`src/logic/mtdm_pkg.sv`:
```
// Constants for the Modbus-TCP function decoder and data mapper.
// Assumes a 1 KiB byte memory: input area low half, output area high half.
package mtdm_pkg;
  localparam logic [15:0] TCP_PORT = 16'h01f6;
  localparam int CONN_DFLT = 8;

  localparam logic [7:0] FC_RD_COILS = 8'h01;
  localparam logic [7:0] FC_RD_DISC = 8'h02;
  localparam logic [7:0] FC_RD_HOLD = 8'h03;
  localparam logic [7:0] FC_RD_INREG = 8'h04;
  localparam logic [7:0] FC_WR_COIL = 8'h05;
  localparam logic [7:0] FC_WR_REG = 8'h06;
  localparam logic [7:0] FC_WR_MCOIL = 8'h0f;
  localparam logic [7:0] FC_WR_MREG = 8'h10;
  localparam logic [7:0] FC_MASK_WR = 8'h16;
  localparam logic [7:0] FC_RW_REGS = 8'h17;

  localparam logic [7:0] EX_NONE = 8'h00;
  localparam logic [7:0] EX_FUNC = 8'h01;
  localparam logic [7:0] EX_ADDR = 8'h02;
  localparam logic [7:0] EX_VALUE = 8'h03;

  localparam logic [15:0] QTY_ONE = 16'h0001;
  localparam logic [15:0] QTY_RD_REG = 16'h007d;
  localparam logic [15:0] QTY_RD_BIT = 16'h07d0;
  localparam logic [15:0] QTY_WR_BIT = 16'h0320;
  localparam logic [15:0] QTY_WR_REG_STD = 16'h0320;
  localparam logic [15:0] QTY_WR_REG_ALT = 16'h0064;
  localparam logic [15:0] QTY_RW_WR = 16'h0064;

  localparam logic [9:0] OUT_BASE = 10'h200;
  localparam logic [16:0] AREA_REGS = 17'h00100;
  localparam logic [16:0] ALT_OUT_FIRST = 17'h00400;
  localparam logic [16:0] ALT_OUT_END = 17'h00500;
  localparam int COIL_SHIFT = 4;
  localparam logic [2:0] BIT_MSB = 3'h7;

  localparam logic [15:0] COIL_ON = 16'hff00;
  localparam logic [15:0] COIL_OFF = 16'h0000;
endpackage : mtdm_pkg

```
`src/logic/mtdm_mapper.sv`:
```
// Modbus-TCP request checker and register/coil to byte address mapper.
// Assumes a TCP stack that hands over decoded requests and connection
// events on this clock, and a memory engine that carries out the answer.
// How it works
// - Admit at most CONN connections (eight by default), and only those on TCP port 502.
// - Two modes, standard by default; standard mode refuses coil functions.
// - Function unsupported in the active mode answers exception 0x01.
// - Range outside the initialised area answers exception 0x02.
// - Bad quantity or coil value answers exception 0x03.
// - Standard: fc3 reads output, fc4 reads input, 1 to 125 registers.
// - Standard: fc6, fc16 (1-800) and fc22 write the output area only.
// - Standard: fc23 reads up to 125 and writes up to 100 registers.
// - Standard input register N sits at byte 2*(N-1).
// - Standard holding register N sits at 0x200 plus 2*(N-1).
// - Alternative: fc1/fc2 read 1-2000 bits, fc3/fc4 1-125 registers, any area.
// - Alternative: fc5, fc15, fc16 (1-100), fc6, fc22 write output area only.
// - Alternative: fc23 reads 125, writes 100, over the whole range.
// - Alternative: registers 1-256 input, 257-1024 reserved, 1025-1280 output.
// - Coils go MSB first: first coil of a register is bit 15.
// - Alternative numbering is the same for every function code.
// - Coil and register functions reach the same bytes.
`timescale 1ns/100ps
module mtdm_mapper #(
  parameter int CONN = mtdm_pkg::CONN_DFLT
) (
  // Clock and reset
  input wire logic core_clk_i,
  input wire logic rst_i,
  // Connection admission
  input wire logic conn_open_i,
  input wire logic [15:0] conn_port_i,
  input wire logic conn_close_i,
  input wire logic [$clog2(CONN)-1:0] conn_close_id_i,
  output logic conn_ack_o,
  output logic conn_nak_o,
  output logic [$clog2(CONN)-1:0] conn_id_o,
  // Configuration
  input wire logic alt_mode_i,
  input wire logic [9:0] in_size_i,
  input wire logic [9:0] out_size_i,
  // Request
  input wire logic req_valid_i,
  input wire logic [$clog2(CONN)-1:0] req_conn_i,
  input wire logic [7:0] req_func_i,
  input wire logic [15:0] req_addr_i,
  input wire logic [15:0] req_qty_i,
  input wire logic [15:0] req_waddr_i,
  input wire logic [15:0] req_wqty_i,
  input wire logic [15:0] req_value_i,
  // Answer
  output logic rsp_valid_o,
  output logic [$clog2(CONN)-1:0] rsp_conn_o,
  output logic [7:0] rsp_func_o,
  output logic [7:0] rsp_exc_o,
  output logic rsp_coil_o,
  output logic rsp_rd_en_o,
  output logic [9:0] rsp_rd_addr_o,
  output logic [2:0] rsp_rd_bit_o,
  output logic [15:0] rsp_rd_cnt_o,
  output logic rsp_wr_en_o,
  output logic [9:0] rsp_wr_addr_o,
  output logic [2:0] rsp_wr_bit_o,
  output logic [15:0] rsp_wr_cnt_o
);
  localparam int CW = $clog2(CONN);

  if (CONN < 2 || CONN > 256) begin : g_chk
    $error("CONN must lie in 2..256");
  end

  typedef struct packed {
    logic [CONN-1:0] open;
    logic ack;
    logic nak;
    logic [CW-1:0] cid;
    logic vld;
    logic [CW-1:0] conn;
    logic [7:0] func;
    logic [7:0] exc;
    logic coil;
    logic rd_en;
    logic [9:0] rd_addr;
    logic [2:0] rd_bit;
    logic [15:0] rd_cnt;
    logic wr_en;
    logic [9:0] wr_addr;
    logic [2:0] wr_bit;
    logic [15:0] wr_cnt;
  } mtdm_st_t;

  mtdm_st_t st_r;
  mtdm_st_t st_nxt;

  // {hit, output area, byte address}; index low bits equal in both modes
  function automatic logic [11:0] reg_loc(input logic alt, input logic sout, input logic [16:0] r);
    logic hit;
    logic out;
    hit = 1'b0;
    out = sout;
    if (!alt) begin
      hit = r < mtdm_pkg::AREA_REGS;
    end else if (r < mtdm_pkg::AREA_REGS) begin
      hit = 1'b1;
      out = 1'b0;
    end else if (r >= mtdm_pkg::ALT_OUT_FIRST && r < mtdm_pkg::ALT_OUT_END) begin
      hit = 1'b1;
      out = 1'b1;
    end
    reg_loc = {hit, out, (out ? mtdm_pkg::OUT_BASE : 10'h000) | {1'b0, r[7:0], 1'b0}};
  endfunction : reg_loc

  // Whole span in one area, allowed, and inside the initialised bytes
  function automatic logic span_ok(input logic alt, input logic sout, input logic [16:0] f, input logic [16:0] l,
                                   input logic [9:0] isz, input logic [9:0] osz, input logic need_out);
    logic [11:0] lf;
    logic [11:0] ll;
    logic [9:0] sz;
    lf = reg_loc(alt, sout, f);
    ll = reg_loc(alt, sout, l);
    sz = ll[10] ? osz : isz;
    span_ok = lf[11] && ll[11] && lf[10] == ll[10] && !(need_out && !ll[10])
              && {1'b0, ll[8:1], 1'b1} < sz;
  endfunction : span_ok

  function automatic logic qty_ok(input logic [15:0] q, input logic [15:0] mx);
    qty_ok = q != 16'h0000 && q <= mx;
  endfunction : qty_ok

  // Coil byte and bit: high byte first, MSB first within the register
  function automatic logic [12:0] coil_pos(input logic [9:0] rb, input logic [3:0] k);
    coil_pos = {rb + {9'h000, k[3]}, mtdm_pkg::BIT_MSB - k[2:0]};
  endfunction : coil_pos

  logic [CW-1:0] free_id;
  logic free_hit;
  logic live;
  logic sup;
  logic rd;
  logic wr;
  logic coil;
  logic rout;
  logic need_out;
  logic [15:0] rmax;
  logic [15:0] wmax;
  logic [15:0] wa;
  logic [15:0] wq;
  logic [16:0] rf;
  logic [16:0] rl;
  logic [16:0] wf;
  logic [16:0] wl;
  logic [16:0] csum;
  logic [11:0] rloc;
  logic [11:0] wloc;
  logic [12:0] rcp;
  logic [12:0] wcp;
  logic val_bad;

  assign live = st_r.open[req_conn_i];

  always_comb begin
    st_nxt = st_r;
    st_nxt.ack = 1'b0;
    st_nxt.nak = 1'b0;
    st_nxt.vld = 1'b0;
    free_hit = 1'b0;
    free_id = '0;
    for (int i = CONN - 1; i >= 0; i--) begin
      if (!st_r.open[i]) begin
        free_hit = 1'b1;
        free_id = CW'(i);
      end
    end
    if (conn_close_i) begin
      st_nxt.open[conn_close_id_i] = 1'b0;
    end
    if (conn_open_i) begin
      if (conn_port_i == mtdm_pkg::TCP_PORT && free_hit) begin
        st_nxt.open[free_id] = 1'b1;
        st_nxt.ack = 1'b1;
        st_nxt.cid = free_id;
      end else begin
        st_nxt.nak = 1'b1;
      end
    end

    // Per-function profile
    sup = 1'b1;
    rd = 1'b0;
    wr = 1'b0;
    coil = 1'b0;
    rout = 1'b1;
    rmax = mtdm_pkg::QTY_RD_REG;
    wmax = mtdm_pkg::QTY_ONE;
    wa = req_addr_i;
    wq = req_qty_i;
    need_out = 1'b1;
    val_bad = 1'b0;
    case (req_func_i)
      mtdm_pkg::FC_RD_COILS, mtdm_pkg::FC_RD_DISC: begin
        sup = alt_mode_i;
        rd = 1'b1;
        coil = 1'b1;
        rmax = mtdm_pkg::QTY_RD_BIT;
      end
      mtdm_pkg::FC_RD_HOLD: rd = 1'b1;
      mtdm_pkg::FC_RD_INREG: begin
        rd = 1'b1;
        rout = 1'b0;
      end
      mtdm_pkg::FC_WR_COIL: begin
        sup = alt_mode_i;
        wr = 1'b1;
        coil = 1'b1;
        wq = mtdm_pkg::QTY_ONE;
        val_bad = req_value_i != mtdm_pkg::COIL_ON && req_value_i != mtdm_pkg::COIL_OFF;
      end
      mtdm_pkg::FC_WR_REG, mtdm_pkg::FC_MASK_WR: begin
        wr = 1'b1;
        wq = mtdm_pkg::QTY_ONE;
      end
      mtdm_pkg::FC_WR_MCOIL: begin
        sup = alt_mode_i;
        wr = 1'b1;
        coil = 1'b1;
        wmax = mtdm_pkg::QTY_WR_BIT;
      end
      mtdm_pkg::FC_WR_MREG: begin
        wr = 1'b1;
        wmax = alt_mode_i ? mtdm_pkg::QTY_WR_REG_ALT : mtdm_pkg::QTY_WR_REG_STD;
      end
      mtdm_pkg::FC_RW_REGS: begin
        rd = 1'b1;
        wr = 1'b1;
        wmax = mtdm_pkg::QTY_RW_WR;
        wa = req_waddr_i;
        wq = req_wqty_i;
        need_out = !alt_mode_i;
      end
      default: sup = 1'b0;
    endcase

    // Register spans; coils fold sixteen to a register
    csum = {1'b0, req_addr_i} + {1'b0, req_qty_i} - 17'h00001;
    rf = coil ? {5'h00, req_addr_i[15:mtdm_pkg::COIL_SHIFT]} : {1'b0, req_addr_i};
    rl = coil ? {4'h0, csum[16:mtdm_pkg::COIL_SHIFT]} : csum;
    csum = {1'b0, wa} + {1'b0, wq} - 17'h00001;
    wf = coil ? {5'h00, wa[15:mtdm_pkg::COIL_SHIFT]} : {1'b0, wa};
    wl = coil ? {4'h0, csum[16:mtdm_pkg::COIL_SHIFT]} : csum;
    rloc = reg_loc(alt_mode_i, rout, rf);
    wloc = reg_loc(alt_mode_i, 1'b1, wf);
    rcp = coil_pos(rloc[9:0], req_addr_i[3:0]);
    wcp = coil_pos(wloc[9:0], wa[3:0]);

    if (req_valid_i && live) begin
      st_nxt.vld = 1'b1;
      st_nxt.conn = req_conn_i;
      st_nxt.func = req_func_i;
      st_nxt.coil = coil;
      st_nxt.rd_en = 1'b0;
      st_nxt.wr_en = 1'b0;
      st_nxt.rd_addr = coil ? rcp[12:3] : rloc[9:0];
      st_nxt.rd_bit = coil ? rcp[2:0] : mtdm_pkg::BIT_MSB;
      st_nxt.rd_cnt = req_qty_i;
      st_nxt.wr_addr = coil ? wcp[12:3] : wloc[9:0];
      st_nxt.wr_bit = coil ? wcp[2:0] : mtdm_pkg::BIT_MSB;
      st_nxt.wr_cnt = wq;
      if (!sup) begin
        st_nxt.exc = mtdm_pkg::EX_FUNC;
      end else if ((rd && !qty_ok(req_qty_i, rmax)) || (wr && !qty_ok(wq, wmax)) || val_bad) begin
        st_nxt.exc = mtdm_pkg::EX_VALUE;
      end else if ((rd && !span_ok(alt_mode_i, rout, rf, rl, in_size_i, out_size_i, 1'b0))
                   || (wr && !span_ok(alt_mode_i, 1'b1, wf, wl, in_size_i, out_size_i, need_out))) begin
        st_nxt.exc = mtdm_pkg::EX_ADDR;
      end else begin
        st_nxt.exc = mtdm_pkg::EX_NONE;
        st_nxt.rd_en = rd;
        st_nxt.wr_en = wr;
      end
    end
  end

  always_ff @(posedge core_clk_i) begin
    if (rst_i) begin
      st_r <= '0;
    end else begin
      st_r <= st_nxt;
    end
  end

  assign conn_ack_o = st_r.ack;
  assign conn_nak_o = st_r.nak;
  assign conn_id_o = st_r.cid;
  assign rsp_valid_o = st_r.vld;
  assign rsp_conn_o = st_r.conn;
  assign rsp_func_o = st_r.func;
  assign rsp_exc_o = st_r.exc;
  assign rsp_coil_o = st_r.coil;
  assign rsp_rd_en_o = st_r.rd_en;
  assign rsp_rd_addr_o = st_r.rd_addr;
  assign rsp_rd_bit_o = st_r.rd_bit;
  assign rsp_rd_cnt_o = st_r.rd_cnt;
  assign rsp_wr_en_o = st_r.wr_en;
  assign rsp_wr_addr_o = st_r.wr_addr;
  assign rsp_wr_bit_o = st_r.wr_bit;
  assign rsp_wr_cnt_o = st_r.wr_cnt;
endmodule : mtdm_mapper

```
`config.mk`:
```
export PLATFORM = sky130hd
export DESIGN_NAME = mtdm_mapper
export DESIGN_NICKNAME = d
export VERILOG_FILES = /design/src/logic/mtdm_pkg.sv /design/src/logic/mtdm_mapper.sv
export SDC_FILE = /design/constraint.sdc
export NUM_CORES = 1
export LEC_CHECK = 0
export BUFFER_PORTS_ARGS = -buffer_cell sky130_fd_sc_hd__buf_2
export CORE_UTILIZATION = 40
export DETAILED_ROUTE_END_ITERATION = 10
export GPL_TIMING_DRIVEN = 0
export PLACE_DENSITY = 0.68
export SLEW_MARGIN = 20
export SYNTH_ARGS = -nofsm -noshare
export SYNTH_HDL_FRONTEND = slang
export SYNTH_SLANG_ARGS = --single-unit
```
`constraint.sdc`:
```
create_clock -name core_clk_i -period 20.8 [get_ports core_clk_i]
set_clock_uncertainty 0.05 [all_clocks]
set_input_delay 3.12 -clock core_clk_i [delete_from_list [all_inputs] [get_ports core_clk_i]]
set_output_delay 3.12 -clock core_clk_i [all_outputs]
set_load 0.02 [all_outputs]
```
# Word level (Yosys, flattened, before mapping)
# Cells that the tools add are included.
[word_totals]
ff_bits = 94
latchBits = 0
mem_bits_rw = 0
rom_bits = 0
input_bits = 136
out_inout_bits = 86
word_cells = 219
n_memories = 0
[classes]
n_addsub = 8
n_mul = 0
div_mod_pow = 0
order_cmp = 21
n_eq_ne = 14
shift = 0
n_mux = 107
n_bitwise = 8
n_reduce_logical = 44
[op_table]
columns = ["cell", "count"]
rows = [
  ["81-bit two-way mux", 1],
  ["1-bit two-way mux", 70],
  ["10-bit two-way mux", 7],
  ["16-bit two-way mux", 3],
  ["16-bit nonzero test", 3],
  ["16-bit by 16-bit adder with 17-bit output", 2],
  ["17-bit by 11-bit greater-or-equal comparator with 1-bit output (second input constant)", 2],
  ["17-bit by 11-bit less-than comparator with 1-bit output (second input constant)", 2],
  ["17-bit by 9-bit less-than comparator with 1-bit output (second input constant)", 2],
  ["17-bit two-way mux", 2],
  ["17-bit by 1-bit subtractor with 17-bit output (second input constant)", 2],
  ["3-bit two-way mux", 11],
  ["16-bit by 11-bit greater-or-equal comparator with 1-bit output (second input constant)", 2],
  ["16-bit less-or-equal comparator", 2],
  ["16-bit by 11-bit less-than comparator with 1-bit output (second input constant)", 2],
  ["16-bit by 9-bit less-than comparator with 1-bit output (second input constant)", 2],
  ["16-bit case mux with 2 select lines", 1],
  ["10-bit case mux with 3 select lines", 1],
  ["8-bit by 3-bit equality test with 1-bit output (second input constant)", 3],
  ["8-bit by 5-bit equality test with 1-bit output (second input constant)", 3],
  ["1-bit logical AND", 23],
  ["10-bit by 1-bit adder with 10-bit output", 2],
  ["9-bit by 10-bit less-than comparator with 1-bit output", 2],
  ["10-bit by 9-bit bitwise OR with 10-bit output", 2],
  ["other kinds (30)", 50],
]

# Depth between registers and ports, before layout
# Gate-level depths: netlist of run 1.
[logic_depth]
word_depth = 25
mapped_depth = 31

# Worst setup path after synthesis of run 1
# No wires, ideal clock.
[synth_timing]
path_kind = "input to register"
start = "input port req_func_i[2]"
end = "register st_r, in the netlist rsp_exc_o[1]"
t_arrival_ns = 9.064
setup_slack_ns = 11.566
path_stages = 29
path_buffers = 3
path_cell_list = "clkbuf_1 > and4_1 > and2_1 > buf_2 > buf_1 > a22oi_1 > ha_1 > inv_1 > ha_1 > a21o_1 > a21oi_4 > a21oi_2 > o211a_1 > or4_4 > a2111oi_2 > o22ai_1 > nor2_2 > mux2i_1 > ha_1 > a21o_1 > a21o_1 > a21o_1 > a211oi_1 > nand2_1 > a21oi_1 > nor2_1 > o21ai_0 > nand4_1 > o31a_1"
[synth_via]
elab_chain_cells = 24
[synth_rtl]
columns = ["element", "line", "rtl"]
rows = [
  ["start: declaration", "mtdm_mapper.sv:44", "input wire logic [7:0] req_func_i,"],
  ["branches (longest 23 deep; another with 16-bit by 16-bit adder with 17-bit output)", "-", ""],
  ["2-bit two-way mux *", "mtdm_mapper.sv:267", "if (!sup) begin"],
  ["end signal: assignment", "mtdm_mapper.sv:286", "st_r <= st_nxt;"],
  ["end: declaration", "mtdm_mapper.sv:91", "mtdm_st_t st_r;"],
]
# Mark *: on every way between the ends. The select of a mux whose other input is x is not followed.
# A chain may end at the register's enable or synchronous reset.

# Final worst setup path of run 1
[layout_timing]
start = "input port req_func_i[3]"
end = "register st_r, in the netlist rsp_exc_o[1]"
# Same word-level chain as after synthesis.

==> impl_metrics.tcl, run 1 <==
set metrics [dict create \
    post_cts_buffers 0 \
    dp_hpwl_mm 25.2 \
    clk_pin_slew_worst_paths_ps 70 \
    grt_max_degree 19 \
    cts_resized 0 \
    ys.flop_type "dfxtp_1" \
    finalSetupViolCount 0 \
    io_pins 222 \
    p_clk_share_pct 28.4 \
    maxSlewViolCount 0 \
    power_frac_comb_pct 40.8 \
    timing.fmax_mhz 95.4 \
    yosysWarnings 0 \
    postRouteAntennaNets 0 \
    dieHeight_um 148 \
    syn_area_per_cell_um2 7.36 \
    yosysMostFrequentCell "nand2_1" \
    grt_usage_pct 27.4 \
    status "complete, no violations" \
    grt_pass1_vias 8175 \
    max_cap_violations 0 \
    switching_share_pct 38.9 \
    die_x_um 148 \
    ys_seq_area_share_pct 20.6 \
    syn_area_um2 8550 \
    hold_viol 0 \
    syn2layout_area_growth_pct 20.1 \
    core-area_um2 21000 \
    finalCriticalPeriod_ps 10480 \
    worst_hold_slack_ps 405 \
    via_per_inst 5.55 \
    grt_pass1_wl_mm 45.7 \
    hp-class "register to register" \
    htree_levels 3 \
    synth_edf_count 0 \
    seq_power_share_pct 30.8 \
    required_ps 21000 \
    cts_buffers 9 \
    io_buffers 210 \
    finalSetupTns_ps 0 \
    start_kind "input port" \
    ys_seq_elements 88 \
    p_leak_nw 5.01 \
    rrSetupSlack_ps 18160 \
    overflow 0 \
    gp_congestion 0.972 \
    path_class "input port to register" \
    drive_gt1_share_pct 24.0 \
    cellPowerDensity_nw_per_um2 56.0 \
    clock-root-buffer "clkbuf_16" \
    drtPass1Iterations 8 \
    p_switching_uw 224 \
    arrival_ps 10680 \
    cts_buffer_depth 2 \
    rows 53 \
    yosys-top-cells-count "nand2_1 (146), inv_1 (114), nor2_1 (107)" \
    synth_cell_types 82 \
    yosysTopAreaCell "dfxtp_1" \
    fp.dieArea_um2 22000 \
    drc_errors 0 \
    antenna_found_initial 0 \
    start_util_pct 40.7 \
    routed_wl_mm 30.4 \
    cp_max_fo 10 \
    crit_path_top_delay_cell "nor4_2" \
    vias 9250 \
    hold_buffers 0 \
    avgRoutedWirePerCell_um 18.3 \
    nNetsFinal 1614 \
    fin_crit_sh_pct 50.4 \
    rsz0062_at_grt "false" \
    maxSlewHeadroom_pct 26.3 \
    synthArstFlopShare_pct 0 \
    worst_pin_slew_ps 1100 \
    synth_top_area_share_pct 20.6 \
    utilization_pct 48.9 \
    irDropWorstVdd_mv 0.0343 \
    clock_latency_ps 360 \
    synthCells 1161 \
    end_kind "register" \
    cpPeakStageDelay_ps 560 \
    synth_area_leaders "dfxtp_1 (21%), ha_1 (13%), buf_4 (7.0%)" \
    cts_sinks 88 \
    p_int_uw 352 \
    antenna_cells 0 \
    drt_iter0_markers 729 \
    cts_tree "yes" \
]
==> state kept, by name, indices dropped and copies added, names as in the netlist, 2 cells and up <==
register       flops
rsp_conn_o         3
rsp_wr_bit_o       3
conn_id_o          3
rsp_rd_addr_o     10
rsp_wr_cnt_o      16
st_r               8
rsp_rd_bit_o       3
rsp_exc_o          2
rsp_rd_cnt_o      16
rsp_func_o         8
rsp_wr_addr_o     10
==> critical path: cells and delay by family <==
| family | cells | cell delay (ps) |
|---|---|---|
| AND/OR/NAND/NOR | 9 | 2510 |
| adder cells (fa/ha/maj) | 3 | 1020 |
| AO/OA/AOI/OAI | 12 | 2840 |
| multiplexers | 1 | 270 |
| buffers and inverters | 4 | 920 |
==> area by class of cell <==
| cell class | count | area (µm²) |
|---|---|---|
| fill | 2159 | 10800 |
| multi-input combinational | 833 | 5600 |
| sequential | 88 | 1760 |
| timing repair buffer | 210 | 1050 |
| buffer | 131 | 795 |
| inverter | 114 | 428 |
| tap | 275 | 344 |
| clock buffer | 9 | 225 |
| clock inverter | 7 | 67.6 |
==> placed cells by master (no fill, tap or decap), types with 5 or more instances in the layout <==
master / n
inv_1: 114
o21ai_0: 40
nand3_1: 17
o31ai_1: 7
nand2b_1: 9
nand2_1: 146
dfxtp_1: 88
clkbuf_16: 9
a311oi_1: 9
nand3b_1: 5
conb_1: 6
a21oi_1: 96
o21a_1: 14
xor2_1: 9
buf_2: 212
nor3_1: 8
and3_1: 7
o211ai_1: 11
mux2i_1: 37
a211oi_1: 29
ha_1: 89
a31oi_1: 8
nor2_1: 107
clkbuf_1: 40
a21o_1: 25
buf_1: 9
nand4_1: 16
o22ai_1: 5
nor4_1: 8
a22oi_1: 17
buf_4: 80
xnor2_1: 14
inv_6: 5
==> per-stage QoR <==
stage	setup WS (ps)	total power, mW	std cells	instance area, µm²
detailed placement	10050	0.411	1651	9970
floorplan	11570	0.341	1166	8570
global placement	10120	0.409	1651	9960
CTS	10430	0.574	1667	10300
global route	9960	0.610	1667	10300
finish	10320	0.576	1667	10300
==> kinds of logic after synthesis <==
group	after synthesis	synth area share (%)
AND/OR/NAND/NOR	361	19.5
AO/OA/AOI/OAI	311	24.5
buffers and inverters	245	14.3
adder cells (fa/ha/maj)	91	13.5
flip-flops	88	20.6
multiplexers	40	4.99
XOR/XNOR	24	2.55
other	1	0.0439
==> worst paths after layout <==
check | startpoint | end | cells after the start
setup / recovery | req_func_i[3] | rsp_exc_o[1] | 29
hold / removal | rsp_wr_cnt_o[0] | rsp_wr_cnt_o[0] | 2
setup reg to reg | st_r[87] | rsp_wr_addr_o[5] | 6
hold reg to reg | rsp_wr_cnt_o[0] | rsp_wr_cnt_o[0] | 2
==> power groups by stage <==
stage | Combinational, mW | Sequential [mW] | Clock (mW)
after floorplan | 0.161 | 0.180 | 0
after global placement | 0.228 | 0.181 | 0
after detailed placement | 0.230 | 0.181 | 0
after CTS | 0.232 | 0.177 | 0.165
after global routing | 0.259 | 0.178 | 0.173
final | 0.235 | 0.177 | 0.164
==> per-layer routing <==
layer	vias to the layer above	wire [µm]	track usage [%]
li1	4478	-	-
met1	4210	13300	38.1
met2	484	13100	41.1
met3	78	2620	3.50
met4	0	1420	14.0
met5	-	0	0
Power figures use the tool's default switching activity.
==> run 2, diff against run 1 <==
Settings changed: PLACE_DENSITY 0.68 to 0.71.
Clock period 20.8 ns to 9.3 ns, I/O delays scaled along.
==> impl_metrics.tcl, run 2 (synthesis gave the netlist of run 1 again) <==
set metrics [dict create \
    mostFrequentLayoutCells "buf_2 (212), nand2_1 (146), inv_1 (114)" \
    layout_setup_ws_ps 507 \
    vias 9079 \
    fp.dieArea_um2 22000 \
    cellPowerDensity_nw_per_um2 125 \
    rows 53 \
    power_frac_comb_pct 40.5 \
    htree_levels 3 \
    seq_power_share_pct 30.8 \
    drt_iter0_markers 736 \
    post_cts_buffers 0 \
    layout_commonest_cell "buf_2" \
    antenna_found_initial 0 \
    final_area_um2 10300 \
    dp_hpwl_mm 24.7 \
    drtPass1Iterations 6 \
    met2_usage_pct 42.9 \
    busiest_layer "met2" \
    drc_errors 0 \
    cts_resized 0 \
    clk_pin_slew_worst_paths_ps 70 \
    switching_share_pct 38.8 \
    p_clk_share_pct 28.6 \
    crit_family "compound AO/OA/AOI/OAI gates" \
    path_buf_inv 4 \
    routed_wl_mm 30.0 \
    critical_path.startpoint "req_func_i[3]" \
    drive_gt1_share_pct 23.9 \
    cts_buffer_depth 2 \
    p_int_uw 787 \
    die_x_um 148 \
    holdCritStartpoint "rsp_rd_cnt_o[10]" \
    met3_usage_pct 5.00 \
    cts_buffers 9 \
    dieHeight_um 148 \
    p_total_mw 1.29 \
    io_pins 222 \
    post_dp_cell_area_um2 9960 \
    overflow 0 \
    finalCriticalPeriod_ps 8790 \
    end_kind "register" \
    crit_path_top_delay_cell "nor4_2" \
    clock-root-buffer "clkbuf_16" \
    finalSetupTns_ps 0 \
    irDropWorstVdd_mv 0.0860 \
    status "complete, no violations" \
    rsz0062_at_grt "false" \
    max_cap_violations 0 \
    dp_slack_ps 299 \
    hp-class "register to register" \
    p_switching_uw 499 \
    grt_pass1_vias 8424 \
    r2r-start "st_r[87]" \
    io_buffers 210 \
    cts_sinks 88 \
    grt_max_degree 19 \
    nFillCells 2129 \
    avgRoutedWirePerCell_um 18.0 \
    arrival_ps 9000 \
    maxSlewHeadroom_pct 21.7 \
    layout.area.seq_um2 1760 \
    grt_pass1_wl_mm 45.7 \
    start_kind "input port" \
    nNetsFinal 1614 \
    placedCellCount 1651 \
    cts_tree "yes" \
    p_leak_nw 5.01 \
    required_ps 9510 \
    postRouteAntennaNets 0 \
    clock_latency_ps 370 \
    rrSetupSlack_ps 6600 \
    timing.fmax_mhz 114 \
    antenna_cells 0 \
    core-area_um2 21000 \
    path_class "input port to register" \
    hold_buffers 0 \
    worst_pin_slew_ps 1170 \
    fin_crit_sh_pct 94.5 \
    hold_viol 0 \
    cpMostUsedCell "a21o_1" \
    syn2layout_area_growth_pct 20.0 \
    multi_input_area_um2 5590 \
    via_per_inst 5.45 \
    start_util_pct 40.7 \
    cp_max_fo 10 \
    cpPeakStageDelay_ps 580 \
    maxSlewViolCount 0 \
    fin_cells 1667 \
    gp_congestion 0.965 \
    met1_usage_pct 35.8 \
    grt_usage_pct 27.1 \
    finalSetupViolCount 0 \
]
## run 2: routing by layer
layer  wire length [µm]  part of all wire [%]
met1              13400                    45
met2              13200                    44
met3               2210                   7.4
met4               1190                   4.0
met5                  0                     0
## run 2: worst min-delay path, delay by kind of cell, from the launching register on
family | cells | cell delay [ps]
simple gates | 1 | 50
compound gates | 1 | 50
flops | 1 | 310
## run 2: path summary, 6_finish.rpt
| check | to | cells after the start |
|---|---|---|
| setup / recovery | rsp_exc_o[1] | 29 |
| hold / removal | rsp_rd_cnt_o[10] | 2 |
| setup reg to reg | rsp_wr_addr_o[7] | 6 |
| hold reg to reg | rsp_rd_cnt_o[10] | 2 |
## run 2: stage by stage
step	hold slack, ps	utilization (%)
after floorplan	382	-
after global placement	393	47.4
after detailed placement	399	47.4
after global routing	431	48.8
after CTS	408	48.8
final	407	48.8
## run 2: area by class of cell
type | count | share of cell area, %
Multi-Input combinational cell | 833 | 54.4
Sequential cell | 88 | 17.2
Timing Repair Buffer | 210 | 10.2
Buffer | 131 | 7.74
Inverter | 114 | 4.17
Tap cell | 275 | 3.35
Clock buffer | 9 | 2.19
Clock inverter | 7 | 0.731
## run 2: power groups by stage
stage / registers (mW) / logic (mW) / clock network, mW
6_report: 0.397 / 0.522 / 0.368
5_1_grt: 0.398 / 0.579 / 0.385
4_1_cts: 0.397 / 0.514 / 0.371
3_5_place_dp: 0.405 / 0.511 / 0
3_3_place_gp: 0.405 / 0.507 / 0
2_1_floorplan: 0.403 / 0.360 / 0
